--- config.mk ---
export PLATFORM = sky130hd
export DESIGN_NAME = ulfc_uart
export DESIGN_NICKNAME = d
export VERILOG_FILES = /design/src/ulfc_pkg.sv /design/src/ulfc_tick.sv /design/src/ulfc_uart.sv
export SDC_FILE = /design/constraint.sdc
export NUM_CORES = 1
export LEC_CHECK = 0
export ABC_AREA = 1
export BUFFER_PORTS_ARGS = -buffer_cell sky130_fd_sc_hd__buf_2
export CAP_MARGIN = 20
export CORE_MARGIN = 3
export CORE_UTILIZATION = 35
export CTS_CLUSTER_DIAMETER = 60
export DETAILED_ROUTE_END_ITERATION = 6
export GPL_ROUTABILITY_DRIVEN = 0
export GPL_TIMING_DRIVEN = 0
export PLACE_DENSITY = 0.51
export RECOVER_POWER = 25
export SLEW_MARGIN = 20
export SYNTH_ARGS = -nofsm -noshare
export SYNTH_HDL_FRONTEND = slang
export SYNTH_SLANG_ARGS = --single-unit
--- constraint.sdc ---
create_clock -name pclk -period 3.1 [get_ports pclk]
set_input_delay 0.155 -clock pclk [delete_from_list [all_inputs] [get_ports pclk]]
set_output_delay 0.155 -clock pclk [all_outputs]
set_load 0.02 [all_outputs]
--- src/ulfc_pkg.sv ---
// Constants, register map and field layouts of the UART line format control block
package ulfc_pkg;
    // ==========================================================
    // Register indices (byte address is four times the index)
    localparam logic [9:0] IDX_DATA   = 10'h0c0;
    localparam logic [9:0] IDX_IER    = 10'h0c1;
    localparam logic [9:0] IDX_LFC    = 10'h0c3;
    localparam logic [9:0] IDX_STATUS = 10'h0c5;
    localparam int         ADDR_W     = 12;

    // ==========================================================
    // Reset values and character length bounds
    localparam logic [7:0]  LFC_RESET  = 8'h00;
    localparam logic [7:0]  IER_RESET  = 8'h00;
    localparam logic [15:0] DIV_RESET  = 16'h0001;
    localparam logic [3:0]  CHAR_BASE  = 4'h5;
    localparam logic [3:0]  CHAR_MAX   = 4'h8;

    // ==========================================================
    // Status register bit positions
    localparam int ST_RX_READY   = 0;
    localparam int ST_PAR_ERR    = 1;
    localparam int ST_THR_EMPTY  = 2;
    localparam int ST_TX_IDLE    = 3;

    // ==========================================================
    // Line format control fields, bit 7 down to bit 0
    typedef struct packed {
        logic       divisor_bank_select;
        logic       send_break;
        logic       force_parity_error;
        logic       even_parity_select;
        logic       parity_enable;
        logic       two_stop;
        logic [1:0] char_len;
    } ulfc_lfc_type;

    // Serial sequencer states, Gray coded along the frame
    typedef enum logic [2:0] {
        SER_IDLE   = 3'h0,
        SER_START  = 3'h1,
        SER_DATA   = 3'h3,
        SER_PARITY = 3'h2,
        SER_STOP   = 3'h6
    } ulfc_ser_type;
endpackage : ulfc_pkg

--- src/ulfc_tick.sv ---
// Bit period divider with restart, one-cycle tick enable
`timescale 1ns/1ps
module ulfc_tick #(
    parameter int DIV_W = 16
) (
    input  wire logic             pclk,
    input  wire logic             presetn,
    input  wire logic             restart,
    input  wire logic [DIV_W-1:0] preset,
    input  wire logic [DIV_W-1:0] divisor,
    output logic                  tick
);
    logic [DIV_W-1:0] count_q;
    logic [DIV_W-1:0] count_d;
    logic [DIV_W-1:0] period;

    // Zero divisor behaves as one, so the line never stalls
    assign period = (divisor == '0) ? DIV_W'(1) : divisor;

    always_comb begin
        tick    = 1'b0;
        count_d = count_q;
        if (restart) begin
            count_d = preset;
        end else if (count_q == '0) begin
            tick    = 1'b1;
            count_d = period - DIV_W'(1);
        end else begin
            count_d = count_q - DIV_W'(1);
        end
    end

    always_ff @(posedge pclk or negedge presetn) begin
        if (!presetn) begin
            count_q <= '0;
        end else begin
            count_q <= count_d;
        end
    end
endmodule : ulfc_tick

--- src/ulfc_uart.sv ---
// UART line format control: APB registers, framing transmitter and receiver
//
// Overview of operation
// RULE_01: Parity enable clear: no parity bit sent, none expected or checked.
// RULE_02: Parity enable set: parity bit computed and sent with each character.
// RULE_03: Parity enable set: receiver checks every character's parity bit.
// RULE_04: Low two format bits select 5, 6, 7 or 8 data bits.
// RULE_05: Format bit 2 selects one or two transmitted stop bits.
// RULE_06: Break drives line low from next bit boundary; data is ignored.
// RULE_07: Bank select steers data and enable addresses to divisor registers.
//
// Added by the designer: the address map and the APB slave port.
`timescale 1ns/1ps
module ulfc_uart #(
    parameter int DIV_W = 16
) (
    input  wire logic                        pclk,
    input  wire logic                        presetn,
    input  wire logic                        psel,
    input  wire logic                        penable,
    input  wire logic                        pwrite,
    input  wire logic [ulfc_pkg::ADDR_W-1:0] paddr,
    input  wire logic [31:0]                 pwdata,
    output logic      [31:0]                 prdata,
    output logic                             pready,
    output logic                             pslverr,
    input  wire logic                        rxd,
    output logic                             txd
);
    // ==========================================================
    // Register state
    ulfc_pkg::ulfc_lfc_type lfc_q, lfc_d;
    logic [7:0]        ier_q, ier_d;
    logic [DIV_W-1:0]  div_q, div_d;
    logic [7:0]        thr_q, thr_d;
    logic              thr_full_q, thr_full_d;
    logic [31:0]       prdata_q, prdata_d;
    logic              pready_q, pready_d;
    logic              pslverr_q, pslverr_d;
    logic [7:0]        rx_data_q, rx_data_d;
    logic              rx_ready_q, rx_ready_d;
    logic              par_err_q, par_err_d;

    logic [9:0] idx;
    logic       hit_data, hit_ier, hit_lfc, hit_status, mapped;
    logic       setup, commit;
    logic [3:0] nbits;
    logic       tx_load, rx_done, rx_bad, tx_idle;
    logic [7:0] rx_word;

    assign idx        = paddr[ulfc_pkg::ADDR_W-1:2];
    assign hit_data   = (idx == ulfc_pkg::IDX_DATA);
    assign hit_ier    = (idx == ulfc_pkg::IDX_IER);
    assign hit_lfc    = (idx == ulfc_pkg::IDX_LFC);
    assign hit_status = (idx == ulfc_pkg::IDX_STATUS);
    assign mapped     = (paddr[1:0] == 2'h0) && (hit_data || hit_ier || hit_lfc || hit_status);
    assign setup      = psel && !penable;
    // Answer is staged in setup so all bus outputs come from flops
    assign commit     = psel && penable && pready_q && !pslverr_q;
    assign nbits      = ulfc_pkg::CHAR_BASE + {2'h0, lfc_q.char_len}; // RULE_04

    // ==========================================================
    // APB slave and registers
    always_comb begin
        lfc_d      = lfc_q;
        ier_d      = ier_q;
        div_d      = div_q;
        thr_d      = thr_q;
        thr_full_d = thr_full_q && !tx_load;
        rx_data_d  = rx_data_q;
        rx_ready_d = rx_ready_q;
        par_err_d  = par_err_q;
        prdata_d   = prdata_q;
        pready_d   = setup;
        pslverr_d  = setup && !mapped;
        if (setup) begin
            prdata_d = '0;
            // Refused accesses read back as zero
            if (!pwrite && mapped) begin
                if (hit_data && lfc_q.divisor_bank_select) begin // RULE_07
                    prdata_d[7:0] = div_q[7:0];
                end else if (hit_data) begin
                    prdata_d[7:0] = rx_data_q;
                end else if (hit_ier && lfc_q.divisor_bank_select) begin // RULE_07
                    prdata_d[7:0] = div_q[DIV_W-1:8];
                end else if (hit_ier) begin
                    prdata_d[7:0] = ier_q;
                end else if (hit_lfc) begin
                    prdata_d[7:0] = lfc_q;
                end else if (hit_status) begin
                    prdata_d[ulfc_pkg::ST_RX_READY]  = rx_ready_q;
                    prdata_d[ulfc_pkg::ST_PAR_ERR]   = par_err_q;
                    prdata_d[ulfc_pkg::ST_THR_EMPTY] = !thr_full_q;
                    prdata_d[ulfc_pkg::ST_TX_IDLE]   = !thr_full_q && tx_idle;
                end
            end
        end
        if (commit) begin
            if (pwrite) begin
                if (hit_data && lfc_q.divisor_bank_select) begin // RULE_07
                    div_d[7:0] = pwdata[7:0];
                end else if (hit_data) begin
                    thr_d      = pwdata[7:0];
                    thr_full_d = 1'b1;
                end else if (hit_ier && lfc_q.divisor_bank_select) begin // RULE_07
                    div_d[DIV_W-1:8] = pwdata[7:0];
                end else if (hit_ier) begin
                    ier_d = pwdata[7:0];
                end else if (hit_lfc) begin
                    lfc_d = pwdata[7:0];
                end
            end else if (hit_data && !lfc_q.divisor_bank_select) begin
                rx_ready_d = 1'b0;
                par_err_d  = 1'b0;
            end
        end
        // A frame completing during the clearing read still sets the flags
        if (rx_done) begin
            rx_data_d  = rx_word;
            rx_ready_d = 1'b1;
            par_err_d  = rx_bad;
        end
    end

    always_ff @(posedge pclk or negedge presetn) begin
        if (!presetn) begin
            lfc_q      <= ulfc_pkg::LFC_RESET;
            ier_q      <= ulfc_pkg::IER_RESET;
            div_q      <= ulfc_pkg::DIV_RESET;
            thr_q      <= '0;
            thr_full_q <= 1'b0;
            rx_data_q  <= '0;
            rx_ready_q <= 1'b0;
            par_err_q  <= 1'b0;
            prdata_q   <= '0;
            pready_q   <= 1'b0;
            pslverr_q  <= 1'b0;
        end else begin
            lfc_q      <= lfc_d;
            ier_q      <= ier_d;
            div_q      <= div_d;
            thr_q      <= thr_d;
            thr_full_q <= thr_full_d;
            rx_data_q  <= rx_data_d;
            rx_ready_q <= rx_ready_d;
            par_err_q  <= par_err_d;
            prdata_q   <= prdata_d;
            pready_q   <= pready_d;
            pslverr_q  <= pslverr_d;
        end
    end

    assign prdata  = prdata_q;
    assign pready  = pready_q;
    assign pslverr = pslverr_q;

    // ==========================================================
    // Transmitter
    ulfc_pkg::ulfc_ser_type tx_st_q, tx_st_d;
    logic [7:0] tx_sh_q, tx_sh_d;
    logic [3:0] tx_cnt_q, tx_cnt_d;
    logic       tx_par_q, tx_par_d;
    logic       tx_stop2_q, tx_stop2_d;
    logic       txd_q, txd_d;
    logic       tx_bit, tx_tick;

    ulfc_tick #(.DIV_W(DIV_W)) u_tx_tick (
        .pclk    (pclk),
        .presetn (presetn),
        .restart (1'b0),
        .preset  ('0),
        .divisor (div_q),
        .tick    (tx_tick)
    );

    assign tx_idle = (tx_st_q == ulfc_pkg::SER_IDLE);

    always_comb begin
        tx_st_d    = tx_st_q;
        tx_sh_d    = tx_sh_q;
        tx_cnt_d   = tx_cnt_q;
        tx_par_d   = tx_par_q;
        tx_stop2_d = tx_stop2_q;
        tx_bit     = 1'b1;
        tx_load    = 1'b0;
        txd_d      = txd_q;
        if (tx_tick) begin
            case (tx_st_q)
                ulfc_pkg::SER_START: begin
                    tx_bit   = tx_sh_q[0];
                    tx_par_d = tx_sh_q[0];
                    tx_sh_d  = {1'b0, tx_sh_q[7:1]};
                    tx_cnt_d = 4'h1;
                    tx_st_d  = ulfc_pkg::SER_DATA;
                end
                ulfc_pkg::SER_DATA: begin
                    if (tx_cnt_q == nbits) begin // RULE_04
                        if (lfc_q.parity_enable) begin // RULE_02
                            tx_bit  = tx_par_q ^ !lfc_q.even_parity_select
                                      ^ lfc_q.force_parity_error;
                            tx_st_d = ulfc_pkg::SER_PARITY;
                        end else begin // RULE_01
                            tx_stop2_d = lfc_q.two_stop; // RULE_05
                            tx_st_d    = ulfc_pkg::SER_STOP;
                        end
                    end else begin
                        tx_bit   = tx_sh_q[0];
                        tx_par_d = tx_par_q ^ tx_sh_q[0];
                        tx_sh_d  = {1'b0, tx_sh_q[7:1]};
                        tx_cnt_d = tx_cnt_q + 4'h1;
                    end
                end
                ulfc_pkg::SER_PARITY: begin
                    tx_stop2_d = lfc_q.two_stop; // RULE_05
                    tx_st_d    = ulfc_pkg::SER_STOP;
                end
                ulfc_pkg::SER_STOP, ulfc_pkg::SER_IDLE: begin
                    if (tx_st_q == ulfc_pkg::SER_STOP && tx_stop2_q) begin
                        tx_stop2_d = 1'b0; // RULE_05
                    end else if (thr_full_q) begin
                        tx_bit  = 1'b0;
                        tx_load = 1'b1;
                        tx_sh_d = thr_q;
                        tx_st_d = ulfc_pkg::SER_START;
                    end else begin
                        tx_st_d = ulfc_pkg::SER_IDLE;
                    end
                end
                default: begin
                    tx_st_d = ulfc_pkg::SER_IDLE;
                end
            endcase
            // Frame keeps running under break so timing resumes cleanly
            txd_d = lfc_q.send_break ? 1'b0 : tx_bit; // RULE_06
        end
    end

    always_ff @(posedge pclk or negedge presetn) begin
        if (!presetn) begin
            tx_st_q    <= ulfc_pkg::SER_IDLE;
            tx_sh_q    <= '0;
            tx_cnt_q   <= '0;
            tx_par_q   <= 1'b0;
            tx_stop2_q <= 1'b0;
            txd_q      <= 1'b1;
        end else begin
            tx_st_q    <= tx_st_d;
            tx_sh_q    <= tx_sh_d;
            tx_cnt_q   <= tx_cnt_d;
            tx_par_q   <= tx_par_d;
            tx_stop2_q <= tx_stop2_d;
            txd_q      <= txd_d;
        end
    end

    assign txd = txd_q;

    // ==========================================================
    // Receiver, sampling at mid-bit
    ulfc_pkg::ulfc_ser_type rx_st_q, rx_st_d;
    logic [7:0] rx_sh_q, rx_sh_d;
    logic [3:0] rx_cnt_q, rx_cnt_d;
    logic       rx_par_q, rx_par_d;
    logic       rx_perr_q, rx_perr_d;
    logic       rx_tick, rx_start;

    assign rx_start = (rx_st_q == ulfc_pkg::SER_IDLE) && !rxd;

    ulfc_tick #(.DIV_W(DIV_W)) u_rx_tick (
        .pclk    (pclk),
        .presetn (presetn),
        .restart (rx_start),
        .preset  (div_q >> 1),
        .divisor (div_q),
        .tick    (rx_tick)
    );

    always_comb begin
        rx_st_d   = rx_st_q;
        rx_sh_d   = rx_sh_q;
        rx_cnt_d  = rx_cnt_q;
        rx_par_d  = rx_par_q;
        rx_perr_d = rx_perr_q;
        rx_done   = 1'b0;
        // Short characters arrive at the top and are shifted down
        rx_word   = rx_sh_q >> (ulfc_pkg::CHAR_MAX - nbits);
        rx_bad    = rx_perr_q;
        if (rx_start) begin
            rx_st_d = ulfc_pkg::SER_START;
        end else if (rx_tick) begin
            case (rx_st_q)
                ulfc_pkg::SER_START: begin
                    rx_cnt_d  = '0;
                    rx_par_d  = 1'b0;
                    rx_perr_d = 1'b0;
                    // A glitch shorter than half a bit is dropped
                    rx_st_d   = rxd ? ulfc_pkg::SER_IDLE : ulfc_pkg::SER_DATA;
                end
                ulfc_pkg::SER_DATA: begin
                    rx_sh_d  = {rxd, rx_sh_q[7:1]};
                    rx_par_d = rx_par_q ^ rxd;
                    rx_cnt_d = rx_cnt_q + 4'h1;
                    if (rx_cnt_q + 4'h1 == nbits) begin // RULE_04
                        rx_st_d = lfc_q.parity_enable ? ulfc_pkg::SER_PARITY // RULE_03
                                                      : ulfc_pkg::SER_STOP; // RULE_01
                    end
                end
                ulfc_pkg::SER_PARITY: begin
                    // Even mode wants an even total, odd mode an odd one
                    rx_perr_d = (rx_par_q ^ rxd) == lfc_q.even_parity_select; // RULE_03
                    rx_st_d   = ulfc_pkg::SER_STOP;
                end
                ulfc_pkg::SER_STOP: begin
                    rx_done = 1'b1;
                    rx_st_d = ulfc_pkg::SER_IDLE;
                end
                default: begin
                    rx_st_d = ulfc_pkg::SER_IDLE;
                end
            endcase
        end
    end

    always_ff @(posedge pclk or negedge presetn) begin
        if (!presetn) begin
            rx_st_q   <= ulfc_pkg::SER_IDLE;
            rx_sh_q   <= '0;
            rx_cnt_q  <= '0;
            rx_par_q  <= 1'b0;
            rx_perr_q <= 1'b0;
        end else begin
            rx_st_q   <= rx_st_d;
            rx_sh_q   <= rx_sh_d;
            rx_cnt_q  <= rx_cnt_d;
            rx_par_q  <= rx_par_d;
            rx_perr_q <= rx_perr_d;
        end
    end
endmodule : ulfc_uart
## Yosys cells after proc, flatten, opt, wreduce, memory -nomap -nowiden

Cells that the tools add are included.

- Bitwise logic cells: 9
- Muxes and demuxes: 62
- Equal/unequal tests: 23
- Shift operators: 1
- $add $sub $neg: 7
- Reductions and logical operators: 55

Operators with widths:

| cell | number |
|---|---|
| 16-bit 2-to-1 mux | 4 |
| 8-bit 2-to-1 mux | 8 |
| 16-bit zero test | 3 |
| 16-bit by 1-bit subtractor with 16-bit output (second input constant) | 3 |
| 10-bit by 8-bit == test with 1-bit output (second input constant) | 4 |
| 1-bit 2-to-1 mux | 29 |
| 8-bit one-hot mux with 3 select lines | 1 |
| 3-bit AND reduction | 7 |
| 3-bit 2-to-1 mux | 6 |
| 4-bit 2-to-1 mux | 4 |
| 4-bit one-hot mux with 2 select lines | 2 |
| 5-bit AND reduction | 3 |
| 1-bit logical AND | 14 |
| 3-bit by 2-bit == test with 1-bit output (second input constant) | 4 |
| 2-bit inequality test (second input constant) | 6 |
| 3-bit one-hot mux with 4 select lines | 1 |
| 2-bit nonzero test | 6 |
| 1-bit zero test | 9 |
| 3-bit one-hot mux with 3 select lines | 1 |
| 4-bit by 1-bit adder with 4-bit output (second input constant) | 2 |
| 4-bit == test | 2 |
| 8-bit by 4-bit >> shifter with 8-bit output | 1 |
| 7-bit AND reduction | 1 |
| 3-bit by 1-bit == test with 1-bit output (second input constant) | 2 |
| other kinds (19) | 34 |

- Bits in registers: 128
- Logic and storage cells: 188

## Longest topological paths before layout

Gate-level depths: netlist of run 1.

- Depth in word-level cells: 11
- Gate-level depth with buffers: 13
- Gate-level depth less buffers: 13

## By module

Synthesis of run 1 repeated with hierarchy kept, for this count alone.

- Cell total of the unflattened synthesis: 1153
- Area total of the unflattened synthesis: 8499.4 um^2

By module, submodules not included:

| module | area each (um^2) | cells an instance | instances |
|---|---|---|---|
| ulfc_uart | 5434.0 | 671 | 1 |
| ulfc_tick | 1532.7 | 241 | 2 |

## Worst setup path after synthesis of run 1

Ideal clock, no wire load.

- Path type: flip-flop to flip-flop
- From: register div_q[9]
- To: register u_tx_tick.count_q[14]
- Path slack: 1225 ps
- Path buffers: 0
- Library setup time: 83 ps
- Data required time: 3017 ps
- Period minus slack after synthesis: 1875 ps
- Arrival time: 1792 ps
- Cell stages (with the launch flop): 14
- Cells stage by stage: dfrtp_1 -> nor2_1 -> nand2_1 -> nor2_1 -> nand2_1 -> nand2_1 -> inv_1 -> ha_1 -> nand2_1 -> nor2_1 -> nand2_1 -> xor2_1 -> nor2_1 -> o21ai_0

- Cells in the longest elaborated chain, start to end: 4

RTL lines:

| element | line | RTL |
|---|---|---|
| start, declared | ulfc_uart.sv:34 | `logic [DIV_W-1:0] div_q, div_d;` |
| start signal, assigned | ulfc_uart.sv:129 | `div_q <= ulfc_pkg::DIV_RESET;` |
| start signal, assigned | ulfc_uart.sv:141 | `div_q <= div_d;` |
| 16-bit zero test | ulfc_tick.sv:18 | `assign period = (divisor == '0) ? DIV_W'(1) : divisor;` |
| 16-bit 2-to-1 mux * | ulfc_tick.sv:18 |  |
| 16-bit by 1-bit subtractor with 16-bit output * | ulfc_tick.sv:27 | `count_d = period - DIV_W'(1);` |
| 16-bit 2-to-1 mux * | ulfc_tick.sv:25 | `end else if (count_q == '0) begin` |
| named net u_tx_tick.count_d[14] | ulfc_tick.sv:14 | `logic [DIV_W-1:0] count_d;` |
| end signal, assigned | ulfc_tick.sv:37 | `count_q <= count_d;` |
| end, declared | ulfc_tick.sv:13 | `logic [DIV_W-1:0] count_q;` |

Mark *: on every way through the listed nets, which the timed path passes. The rest lies on a longest branch.
A chain may end at the register's enable or synchronous reset.

## Worst setup path in the final report of run 1

- From: register div_q[10]
- To: register u_tx_tick.count_q[14]

The elaborated chain is that of the path after synthesis.

==> results of run 1 <==
## cell type report
| cell class | instances | area (sq um) |
|---|---|---|
| buffer | 42 | 282 |
| fill | 2186 | 12300 |
| tap | 275 | 344 |
| multi-input combinational | 732 | 3710 |
| clock inverter | 15 | 199 |
| timing repair buffer | 40 | 238 |
| inverter | 124 | 468 |
| clock buffer | 17 | 425 |
| sequential | 128 | 3210 |
## layout by cell type (no fill, tap or decap), drive strengths merged
cell,count
nor3,12
nor2,106
bufinv,3
a211oi,1
and3,1
o221ai,6
clkbuf,22
clkinvlp,1
conb,24
xnor2,8
dfrtp,126
o21ai,117
dfstp,2
nand4,10
nand2,303
o22ai,4
o21a,2
o211ai,5
xor2,24
clkinv,4
mux2,1
a22oi,1
a21oi,9
mux2i,8
inv,131
ha,7
nand3,71
o31ai,2
buf,74
or2,1
nand3b,6
dlygate4sd3,3
o21bai,3
## synth_stat cells, drive strengths merged
cell      n  area (sq um)
nand2   303          1190
dfrtp   126          3150
inv     123           464
o21ai   117           616
nor2    106           532
nand3    71           385
buf      38           267
xor2     24           210
nor3     12          60.1
nand4    10          92.6
a21oi     9          45.0
mux2i     8          80.1
xnor2     8          70.1
ha        7          87.6
nand3b    6          45.0
o221ai    6          52.6
o211ai    5          37.5
clkbuf    4          15.0
o22ai     4          25.0
o21bai    3          22.5
dfstp     2          52.6
o21a      2          15.0
o31ai     2          15.0
a211oi    1          7.51
a22oi     1          7.51
and3      1          6.26
clkinv    1          3.75
conb      1          3.75
mux2      1          11.3
or2       1          6.26
## metal layers
layer	GRT usage, %	share of wire, %	vias to the layer above
met5	0	0	-
met4	5.39	2.0	0
met3	3.79	3.9	33
met2	29.5	47	130
met1	24.7	47	3026
li1	-	-	3335
## sequential cells by signal, summed over array words and instances, names as in the netlist, 3 cells and up
register and count:
thr_q 8, rx_cnt_q 4, prdata 8, rx_data_q 8
rx_sh_q 8, rx_st_q 3, tx_cnt_q 4, tx_st_q 3
tx_sh_q 8, ier_q 8, u_rx_tick.count_q 16, div_q 16
u_tx_tick.count_q 16, lfc_q 8
## power groups by stage
stage          clock network [mW]  logic [mW]  registers [mW]
2_1_floorplan                   0        1.86            2.06
3_3_place_gp                    0        2.44            2.09
3_5_place_dp                    0        2.47            2.09
4_1_cts                      2.20        2.47            2.06
5_1_grt                      2.27        2.81            2.09
6_report                     2.16        2.45            2.06
## how the worst max path moves through the flow
stage               from                     to  slack, ns  depth (start not counted)
6_report       div_q[10]  u_tx_tick.count_q[14]       0.63                         13
5_1_grt        div_q[10]  u_tx_tick.count_q[14]       0.42                         13
4_1_cts        div_q[10]  u_tx_tick.count_q[14]       0.64                         13
3_5_place_dp   div_q[10]  u_tx_tick.count_q[14]       0.66                         13
3_3_place_gp     presetn             tx_sh_q[4]      -0.12                          1
2_1_floorplan   div_q[9]  u_tx_tick.count_q[14]       1.23                         13
## what timing repair did
item                      4_1_cts  5_1_grt
hold endpoints to repair       65        0
hold buffers                    3        0
buffers inserted                0        0
## worst max-delay path, cell delays in order (launching register included)
cell	delay [ns]
dfrtp_1	0.51
nor2_1	0.21
nand2_1	0.08
nor2_1	0.10
nand2_1	0.14
nand2_1	0.20
inv_1	0.08
ha_1	0.21
nand2_1	0.14
nor2_1	0.09
nand2_1	0.08
xor2_1	0.32
nor2_1	0.08
o21ai_0	0.16
## metrics by stage
step | power [mW] | std cells
after detailed placement | 4.55 | 1338
after global placement | 4.53 | 1337
after floorplan | 3.92 | 1026
final | 6.67 | 1373
after global routing | 7.18 | 1373
after CTS | 6.73 | 1373
## cells by family (layout without fill, tap and decap cells)
group                      after synthesis  after routing
buffers and inverters                  166            238
adders and majority gates                7              7
other                                    1             24
muxes                                    9              9
DFF                                    128            128
AOI/OAI and AO/OA                      150            150
xor gates and xnor gates                32             32
and+or+nand+nor                        510            510
==> metrics.csv, run 1 <==
metric,value,unit
Post-Synth Simple-Gate Area,30.6,%
maximum vdd drop,0.366,mV
yosys warns,0,
Leak Pwr,4.54,nW
CTS tree,yes,
P_sw,2.65,mW
Min Hold Slack,0.0313,ns
combinational power share,36.7,%
Tcrit/Tclk final,79.8,%
Setup TNS Final,0,ns
unrepaired setup endpoints after global routing,no,
design area,8870,sq um
initial drt markers,390,
Flop pwr share,30.9,%
ANT nets after route,0,
R2R Setup Slk,0.63,ns
reg2reg start,div_q[10],
post-synthesis mux area share,1.21,%
Area growth syn-to-layout,17.1,%
Max Slew Vio Count,66,
clk_lat worst skew,0.43,ns
Clock Pin Slew Worst Setup and Hold Paths,0.07,ns
Synth cell types,45,
final design utilization,41.9,%
hold crit path type,in -> reg,
first-pass GRT wire length,33900,microns
# clock sinks,128,
Die Y,153,microns
initial core utilization,35.8,%
Int Power,4.02,mW
sequential fraction of the synthesis area,42.3,%
vias in the first global route,6461,
Final setup viols,0,
Synth Area in XOR/XNOR,3.70,%
Setup WS post-layout,0.626,ns
via count,6524,
total grt overflow,0,
Yosys reg bits,128,
CTS H-tree depth,4,
synthesized-area fraction occupied by adder cells,1.16,%
n_diodes,0,
drt first pass iters,5,
Compound-Gate Fraction of Synth Area,11.1,%
wire per inst,15.1,microns
worst hold path startpoint,rxd,
Chip Width,153,microns
Num CTS Buffers,17,
number of port buffers,36,
Worst Max-Slew Pin Slew,1.86,ns
# Max-Cap Violations,1,
relative slew slack,-23.8,%
Routed WL,20700,microns
Worst Setup End Kind,flop,
Mapped Cells,1003,
R2R Path End,u_tx_tick.count_q[14],
Power Density,753,nW/um^2
worst-path fanout max,6,
Die Area,23400,sq um
routed vias/inst,4.75,
largest family of logic cells by synthesized area,simple AND/OR/NAND/NOR gates,
arrival time at the worst endpoint,2.82,ns
Fin. Hold Viols,0,
sw frac,39.7,%
Tmin final,2.47,ns
R2R depth,13,
Post-DP Area,8220,sq um
post_cts resized,0,
Avg Synthesized Cell Area,7.55,sq um
clock share of power,32.4,%
largest net degree at the start of global routing,67,
clk buf depth,2,
violated checks,"max-capacitance violations, max-slew violations",
initial antenna violation count,0,
fmax,404,MHz
I/O pin count,85,
Place WS,0.664,ns
Fin Clk Skew,0.0104,ns
CP required,3.45,ns
Setup CP Type,reg -> reg,
Hold Path End,rx_sh_q[7],
Core ar.,21200,sq um
HPWL after DPL,15500,microns
row count,53,
WHS Path Cells,3,
"Cell Area, Synth",7580,sq um
DRC,0,
status,finished with violations,
CTS Root Cell,clkbuf_16,
Worst setup SP type,flop,
Global Route Usage Sum,18.2,%
Final nets,1142,
layout cells sized above 1,15.3,%
No activity file was read; power rests on OpenSTA's default activity.
==> run 2: changes to the inputs <==
--- a/config.mk
+++ b/config.mk
@@ -14,7 +14,7 @@
 export DETAILED_ROUTE_END_ITERATION = 6
 export GPL_ROUTABILITY_DRIVEN = 0
 export GPL_TIMING_DRIVEN = 0
-export PLACE_DENSITY = 0.51
+export PLACE_DENSITY = 0.53
 export RECOVER_POWER = 25
 export SLEW_MARGIN = 20
 export SYNTH_ARGS = -nofsm -noshare
==> constraint.sdc (replaced) <==
create_clock -name pclk -period 2.2 [get_ports pclk]
set_input_delay 0.11 -clock pclk [delete_from_list [all_inputs] [get_ports pclk]]
set_output_delay 0.11 -clock pclk [all_outputs]
set_load 0.02 [all_outputs]
==> metrics.csv, run 2 (same netlist as run 1, synthesis figures left out) <==
metric,value,unit,change
status,"complete, no violations",,was finished with violations
Area growth syn-to-layout,19.5,%,was 17.1%
relative slew slack,10.6,%,was -23.8%
Die Y,153,microns,unchanged
Power Density,1020,nW/um^2,was 753 nW/um^2
maximum vdd drop,0.650,mV,was 0.366 mV
Leak Pwr,4.62,nW,was 4.54 nW
Core ar.,21200,sq um,unchanged
initial drt markers,382,,was 390
CTS Root Cell,clkbuf_16,,unchanged
Int Power,5.66,mW,was 4.02 mW
Largest regs,"div_q x16, u_rx_tick.count_q x16, u_tx_tick.count_q x16",,unchanged
Max Slew Vio Count,0,,was 66
Final nets,1158,,"was 1,142"
CTS tree,yes,,unchanged
total grt overflow,0,,unchanged
layout cells sized above 1,18.4,%,was 15.3%
Fin Clk Skew,0.00842,ns,was 0.0104 ns
"commonest non-fill, non-tap cell in the layout",nand2_1,,unchanged
arrival time at the worst endpoint,2.46,ns,was 2.82 ns
"commonest non-fill, non-tap cells in the layout","nand2_1 (286), dfrtp_1 (115), inv_1 (109)",,"was nand2_1 (289), dfrtp_1 (126), inv_1 (109)"
Tmin final,2.17,ns,was 2.47 ns
Final setup viols,0,,unchanged
Worst Setup End Kind,flop,,unchanged
clk buf depth,2,,unchanged
number of port buffers,36,,unchanged
worst-path fanout max,4,,was 6
HPWL after DPL,15300,microns,"was 15,500 microns"
first-pass GRT wire length,33000,microns,"was 33,900 microns"
cell count after placement,1338,,unchanged
I/O pin count,85,,unchanged
crit-path max cell delay,0.55,ns,was 0.51 ns
ANT nets after route,0,,unchanged
CTS H-tree depth,4,,unchanged
hold crit path type,in -> reg,,unchanged
Worst Max-Slew Pin Slew,1.34,ns,was 1.86 ns
Chip Width,153,microns,unchanged
P_sw,3.61,mW,was 2.65 mW
Setup CP Type,reg -> reg,,unchanged
sw frac,39.0,%,was 39.7%
routed vias/inst,4.74,,was 4.75
largest net degree at the start of global routing,81,,was 67
Worst setup SP type,flop,,unchanged
initial antenna violation count,0,,unchanged
Die Area,23400,sq um,unchanged
clk_lat worst skew,0.43,ns,about the same
final total power,9.28,mW,was 6.67 mW
CP required,2.50,ns,was 3.45 ns
drt first pass iters,5,,unchanged
# clock sinks,128,,unchanged
DRC,0,,unchanged
# Max-Cap Violations,0,,was 1
Num CTS Buffers,17,,unchanged
Filler Cells Inserted,2220,,"was 2,186"
Routed WL,20400,microns,"was 20,700 microns"
vias in the first global route,6263,,"was 6,461"
Fin. Hold Viols,0,,unchanged
Tcrit/Tclk final,98.5,%,was 79.8%
row count,53,,unchanged
fmax,461,MHz,was 404 MHz
Clock Pin Slew Worst Setup and Hold Paths,0.06,ns,was 0.07 ns
"Cell Chain, Critical Path","nor2_2, nand2_1, nor2_1, nand2_2, nand2_4, inv_1, ha_1, nand2_2, nor2_1, nand3_1, xor2_2, a21oi_2",,"was nor2_1, nand2_1, nor2_1, nand2_1, nand2_1, inv_1, ha_1, nand2_1, nor2_1, nand2_1, xor2_1, nor2_1, o21ai_0"
initial core utilization,35.8,%,unchanged
Global Route Usage Sum,17.7,%,was 18.2%
clock share of power,31.4,%,was 32.4%
wire per inst,14.7,microns,was 15.1 microns
"non-filler cells, final",1388,,"was 1,373"
CP max stage cell,dfstp_2,,was dfrtp_1
n_diodes,0,,unchanged
via count,6578,,"was 6,524"
Flop pwr share,31.4,%,was 30.9%
combinational power share,37.2,%,was 36.7%
run 2: cell count changes in the layout (fill, tap and decap cells not counted), sizes merged:
cell and change:
inv -5, dlygate4sd3 +3, clkbuf +1, clkinv +3, buf +13
run 2: worst max-delay path, delay by kind of cell, from the launching register on:
kind	cells	cell delay (ns)
compound gates	1	0.11
fa+ha+maj	1	0.21
xor+xnor	1	0.26
simple gates	8	0.85
buf+inv	1	0.08
flops	1	0.55
run 2: per-stage QoR:
step                hold WS, ns  instance area [sq um]  util (%)  setup WS, ns  TNS [ns]
finish                   0.0563                   9050      42.8        0.0319         0
detailed placement       0.0563                   8220      38.9        -0.225     -1.29
global placement          0.323                   8190      38.7        -0.893   -111.91
CTS                      0.0403                   8930      42.2       0.00156         0
floorplan                -0.186                   7660         -         0.325         0
global route             0.0517                   9050      42.8       -0.0823    -0.198
run 2: cell type report:
| cell class | count | area, sq um | area share (%) |
|---|---|---|---|
| sequential | 128 | 3220 | 35.6 |
| inverter | 124 | 468 | 5.17 |
| buffer | 42 | 282 | 3.11 |
| clock inverter | 13 | 161 | 1.78 |
| tap | 275 | 344 | 3.80 |
| timing repair buffer | 56 | 365 | 4.04 |
| clock buffer | 18 | 439 | 4.85 |
| multi-input combinational | 732 | 3770 | 41.7 |
run 2: layer usage:
| metal | track usage, % | up-vias | routed length (microns) |
|---|---|---|---|
| met4 | 6.02 | 0 | 516 |
| met2 | 28.6 | 137 | 9450 |
| met5 | 0 | - | 0 |
| met3 | 3.43 | 40 | 909 |
| li1 | - | 3364 | - |
| met1 | 23.8 | 3037 | 9500 |
run 2: power by group through the flow:
stage	Sequential, mW	Clock (mW)	Combinational (mW)
final	2.91	2.92	3.45
after global routing	2.95	3.07	3.93
after CTS	2.91	2.98	3.48
after floorplan	2.90	0	2.63
after global placement	2.94	0	3.42
after detailed placement	2.95	0	3.45
run 2: path summary, 6_finish.rpt:
kind | startpoint | cells after the start | end | slack (ns)
max | div_q[0] | 12 | u_rx_tick.count_q[12] | 0.03
min | pwdata[7] | 3 | thr_q[7] | 0.06
max reg2reg | div_q[0] | 12 | u_rx_tick.count_q[12] | 0.03
min reg2reg | txd | 2 | txd | 0.47
max in group asynchronous | presetn | 3 | lfc_q[2] | 0.63
min in group asynchronous | presetn | 2 | rx_cnt_q[0] | 0.53
run 2: repair_timing:
item / 4_1_cts / 5_1_grt
buffers inserted: 1 / 12
cloned: 0 / 0
endpoints found under the setup margin: 10 / 10
pin swaps: 0 / 1
resized for setup: 13 / 16
hold buffers: 6 / 0
hold endpoints to repair: 51 / 0
==> run 3: changes to the inputs <==
--- a/config.mk
+++ b/config.mk
@@ -13,7 +13,6 @@
 export CTS_CLUSTER_DIAMETER = 60
 export DETAILED_ROUTE_END_ITERATION = 6
 export GPL_ROUTABILITY_DRIVEN = 0
-export GPL_TIMING_DRIVEN = 0
 export PLACE_DENSITY = 0.53
 export RECOVER_POWER = 25
 export SLEW_MARGIN = 20
==> constraint.sdc (replaced) <==
create_clock -name pclk -period 1.96 [get_ports pclk]
set_input_delay 0.49 -clock pclk [delete_from_list [all_inputs] [get_ports pclk]]
set_output_delay 0.49 -clock pclk [all_outputs]
set_load 0.02 [all_outputs]
==> metrics.csv, run 3 (same netlist as run 1, synthesis figures left out) <==
metric,value,unit,change
Setup crit start,div_q[0],,unchanged
"commonest non-fill, non-tap cell in the layout",nand2_1,,unchanged
status,"complete, no violations",,unchanged
worst-path fanout max,3,,was 4
Fin Clk Skew,0.00776,ns,was 0.00842 ns
CP required,2.26,ns,was 2.50 ns
reg2reg start,div_q[0],,unchanged
I/O pin count,85,,unchanged
Area growth syn-to-layout,21.4,%,was 19.5%
clk_lat worst skew,0.42,ns,was 0.43 ns
Routed WL,20200,microns,"was 20,400 microns"
CP max stage cell,dfstp_2,,unchanged
"commonest non-fill, non-tap cells in the layout","nand2_1 (287), dfrtp_1 (126), inv_1 (108)",,"was nand2_1 (286), dfrtp_1 (115), inv_1 (109)"
Most common cell on crit path,nand2_1,,
DRC,0,,unchanged
Setup TNS Final,0,ns,unchanged
Max Slew Vio Count,0,,unchanged
CP top delay family,simple AND/OR/NAND/NOR gates,,unchanged
Worst Setup End Kind,flop,,unchanged
Leak Pwr,4.70,nW,was 4.62 nW
CTS Root Cell,clkbuf_16,,unchanged
Buffers & Inverters on Critical Path,2,,was 1
Largest regs,"div_q x16, u_rx_tick.count_q x16, u_tx_tick.count_q x16",,unchanged
Power Density,1160,nW/um^2,was 1020 nW/um^2
Min Hold Slack,0.274,ns,was 0.0563 ns
Num CTS Buffers,17,,unchanged
WP depth,14,,was 12
Worst Max-Slew Pin Slew,0.922,ns,was 1.34 ns
Die Area,23400,sq um,unchanged
CTS tree,yes,,unchanged
"non-filler cells, final",1401,,"was 1,388"
initial core utilization,35.8,%,unchanged
row count,53,,unchanged
Global Route Usage Sum,17.6,%,was 17.7%
via count,6567,,"was 6,578"
Clock Pin Slew Worst Setup and Hold Paths,0.06,ns,about the same
CTS H-tree depth,4,,unchanged
Chip Width,153,microns,unchanged
first-pass GRT wire length,32900,microns,"was 33,000 microns"
fmax,537,MHz,was 461 MHz
R2R depth,14,,was 12
cell count after placement,1365,,"was 1,338"
hold crit path type,in -> reg,,unchanged
crit-path max cell delay,0.53,ns,was 0.55 ns
initial drt markers,386,,was 382
maximum vdd drop,0.600,mV,was 0.650 mV
Core ar.,21200,sq um,unchanged
Fin. Hold Viols,0,,unchanged
Tcrit/Tclk final,95.0,%,was 98.5%
Setup CP Type,reg -> reg,,unchanged
unrepaired setup endpoints after global routing,yes,,
# Max-Cap Violations,0,,unchanged
# clock sinks,128,,unchanged
Worst setup SP type,flop,,unchanged
CP endpoint,u_tx_tick.count_q[14],,was u_rx_tick.count_q[12]
n_diodes,0,,unchanged
"Cell Chain, Critical Path","nor2_2, nand2_1, nor2_1, nand2_1, nand2_2, inv_2, ha_4, nand2_2, nor2_2, nand2_1, xor2_1, buf_4, nor2_1, o21ai_1",,"was nor2_2, nand2_1, nor2_1, nand2_2, nand2_4, inv_1, ha_1, nand2_2, nor2_1, nand3_1, xor2_2, a21oi_2"
Tmin final,1.86,ns,was 2.17 ns
Final setup viols,0,,unchanged
design area,9200,sq um,was 9050 sq um
Die Y,153,microns,unchanged
largest net degree at the start of global routing,40,,was 81
clk buf depth,2,,unchanged
routed vias/inst,4.69,,was 4.74
drt first pass iters,5,,unchanged
Final nets,1170,,"was 1,158"
relative slew slack,38.6,%,was 10.6%
layout cells sized above 1,19.2,%,was 18.4%
R2R Setup Slk,0.1,ns,was 0.03 ns
Post-DP Area,8500,sq um,was 8220 sq um
wire per inst,14.4,microns,was 14.7 microns
R2R Path End,u_tx_tick.count_q[14],,was u_rx_tick.count_q[12]
total grt overflow,0,,unchanged
initial antenna violation count,0,,unchanged
ANT nets after route,0,,unchanged
number of port buffers,36,,unchanged
vias in the first global route,6294,,"was 6,263"
arrival time at the worst endpoint,2.16,ns,was 2.46 ns
HPWL after DPL,15500,microns,"was 15,300 microns"
==> run 3: cell count changes in the layout (fill, tap and decap cells not counted), sizes merged <==
cell / change
buf: +20
clkbuf: -5
clkinv: -1
dlygate4sd3: -5
inv: +3
nand4: +1
==> run 3: power breakdown <==
group	internal (mW)	total, mW	switching (mW)
sequential	2.99	3.28	0.283
combinational	1.43	3.98	2.56
clock	2.04	3.37	1.33
==> run 3: final cells by class <==
type	count	area [sq um]
Sequential cell	128	3210
Clock inverter	15	199
Fill cell	2166	12000
Multi-Input combinational cell	733	3770
Tap cell	275	344
Timing Repair Buffer	109	781
Clock buffer	17	425
Inverter	124	468
==> run 3: what timing repair did <==
item | 4_1_cts | 5_1_grt
hold buffers | 1 | 0
hold endpoints to repair | 28 | 0
gates resized for setup | 5 | 11
setup endpoints to repair | 10 | 20
setup buffers | 0 | 2
pin swaps | 1 | 2
cloned | 0 | 1
==> run 3: how the worst min path moves through the flow <==
stage               startpoint                     to  slack [ns]  cells past startpoint
finish                 penable                 pready        0.27                      2
CTS                    penable                 pready        0.25                      2
global route           penable                 pready        0.27                      2
floorplan              presetn              div_q[10]        0.19                      0
global placement       presetn  u_rx_tick.count_q[11]        0.42                      1
detailed placement     presetn  u_rx_tick.count_q[11]        0.42                      1
==> run 3: per-layer routing <==
layer | track usage (%) | vias up | wire [microns] | part of all wire (%)
met1 | 23.3 | 3056 | 9380 | 47
met4 | 4.03 | 0 | 207 | 1.0
li1 | - | 3399 | - | -
met2 | 29.8 | 98 | 9890 | 49
met5 | 0 | - | 0 | 0
met3 | 3.54 | 14 | 692 | 3.4
==> run 3: through the flow <==
stage          power [mW]  setup slack, ns  util [%]
2_1_floorplan        6.20           0.0854         -
3_3_place_gp         7.28          -0.0458      40.2
3_5_place_dp         7.31          -0.0675      40.2
4_1_cts              10.7           0.0122      43.2
5_1_grt              11.4          -0.0255      43.5
6_report             10.6           0.0971      43.5
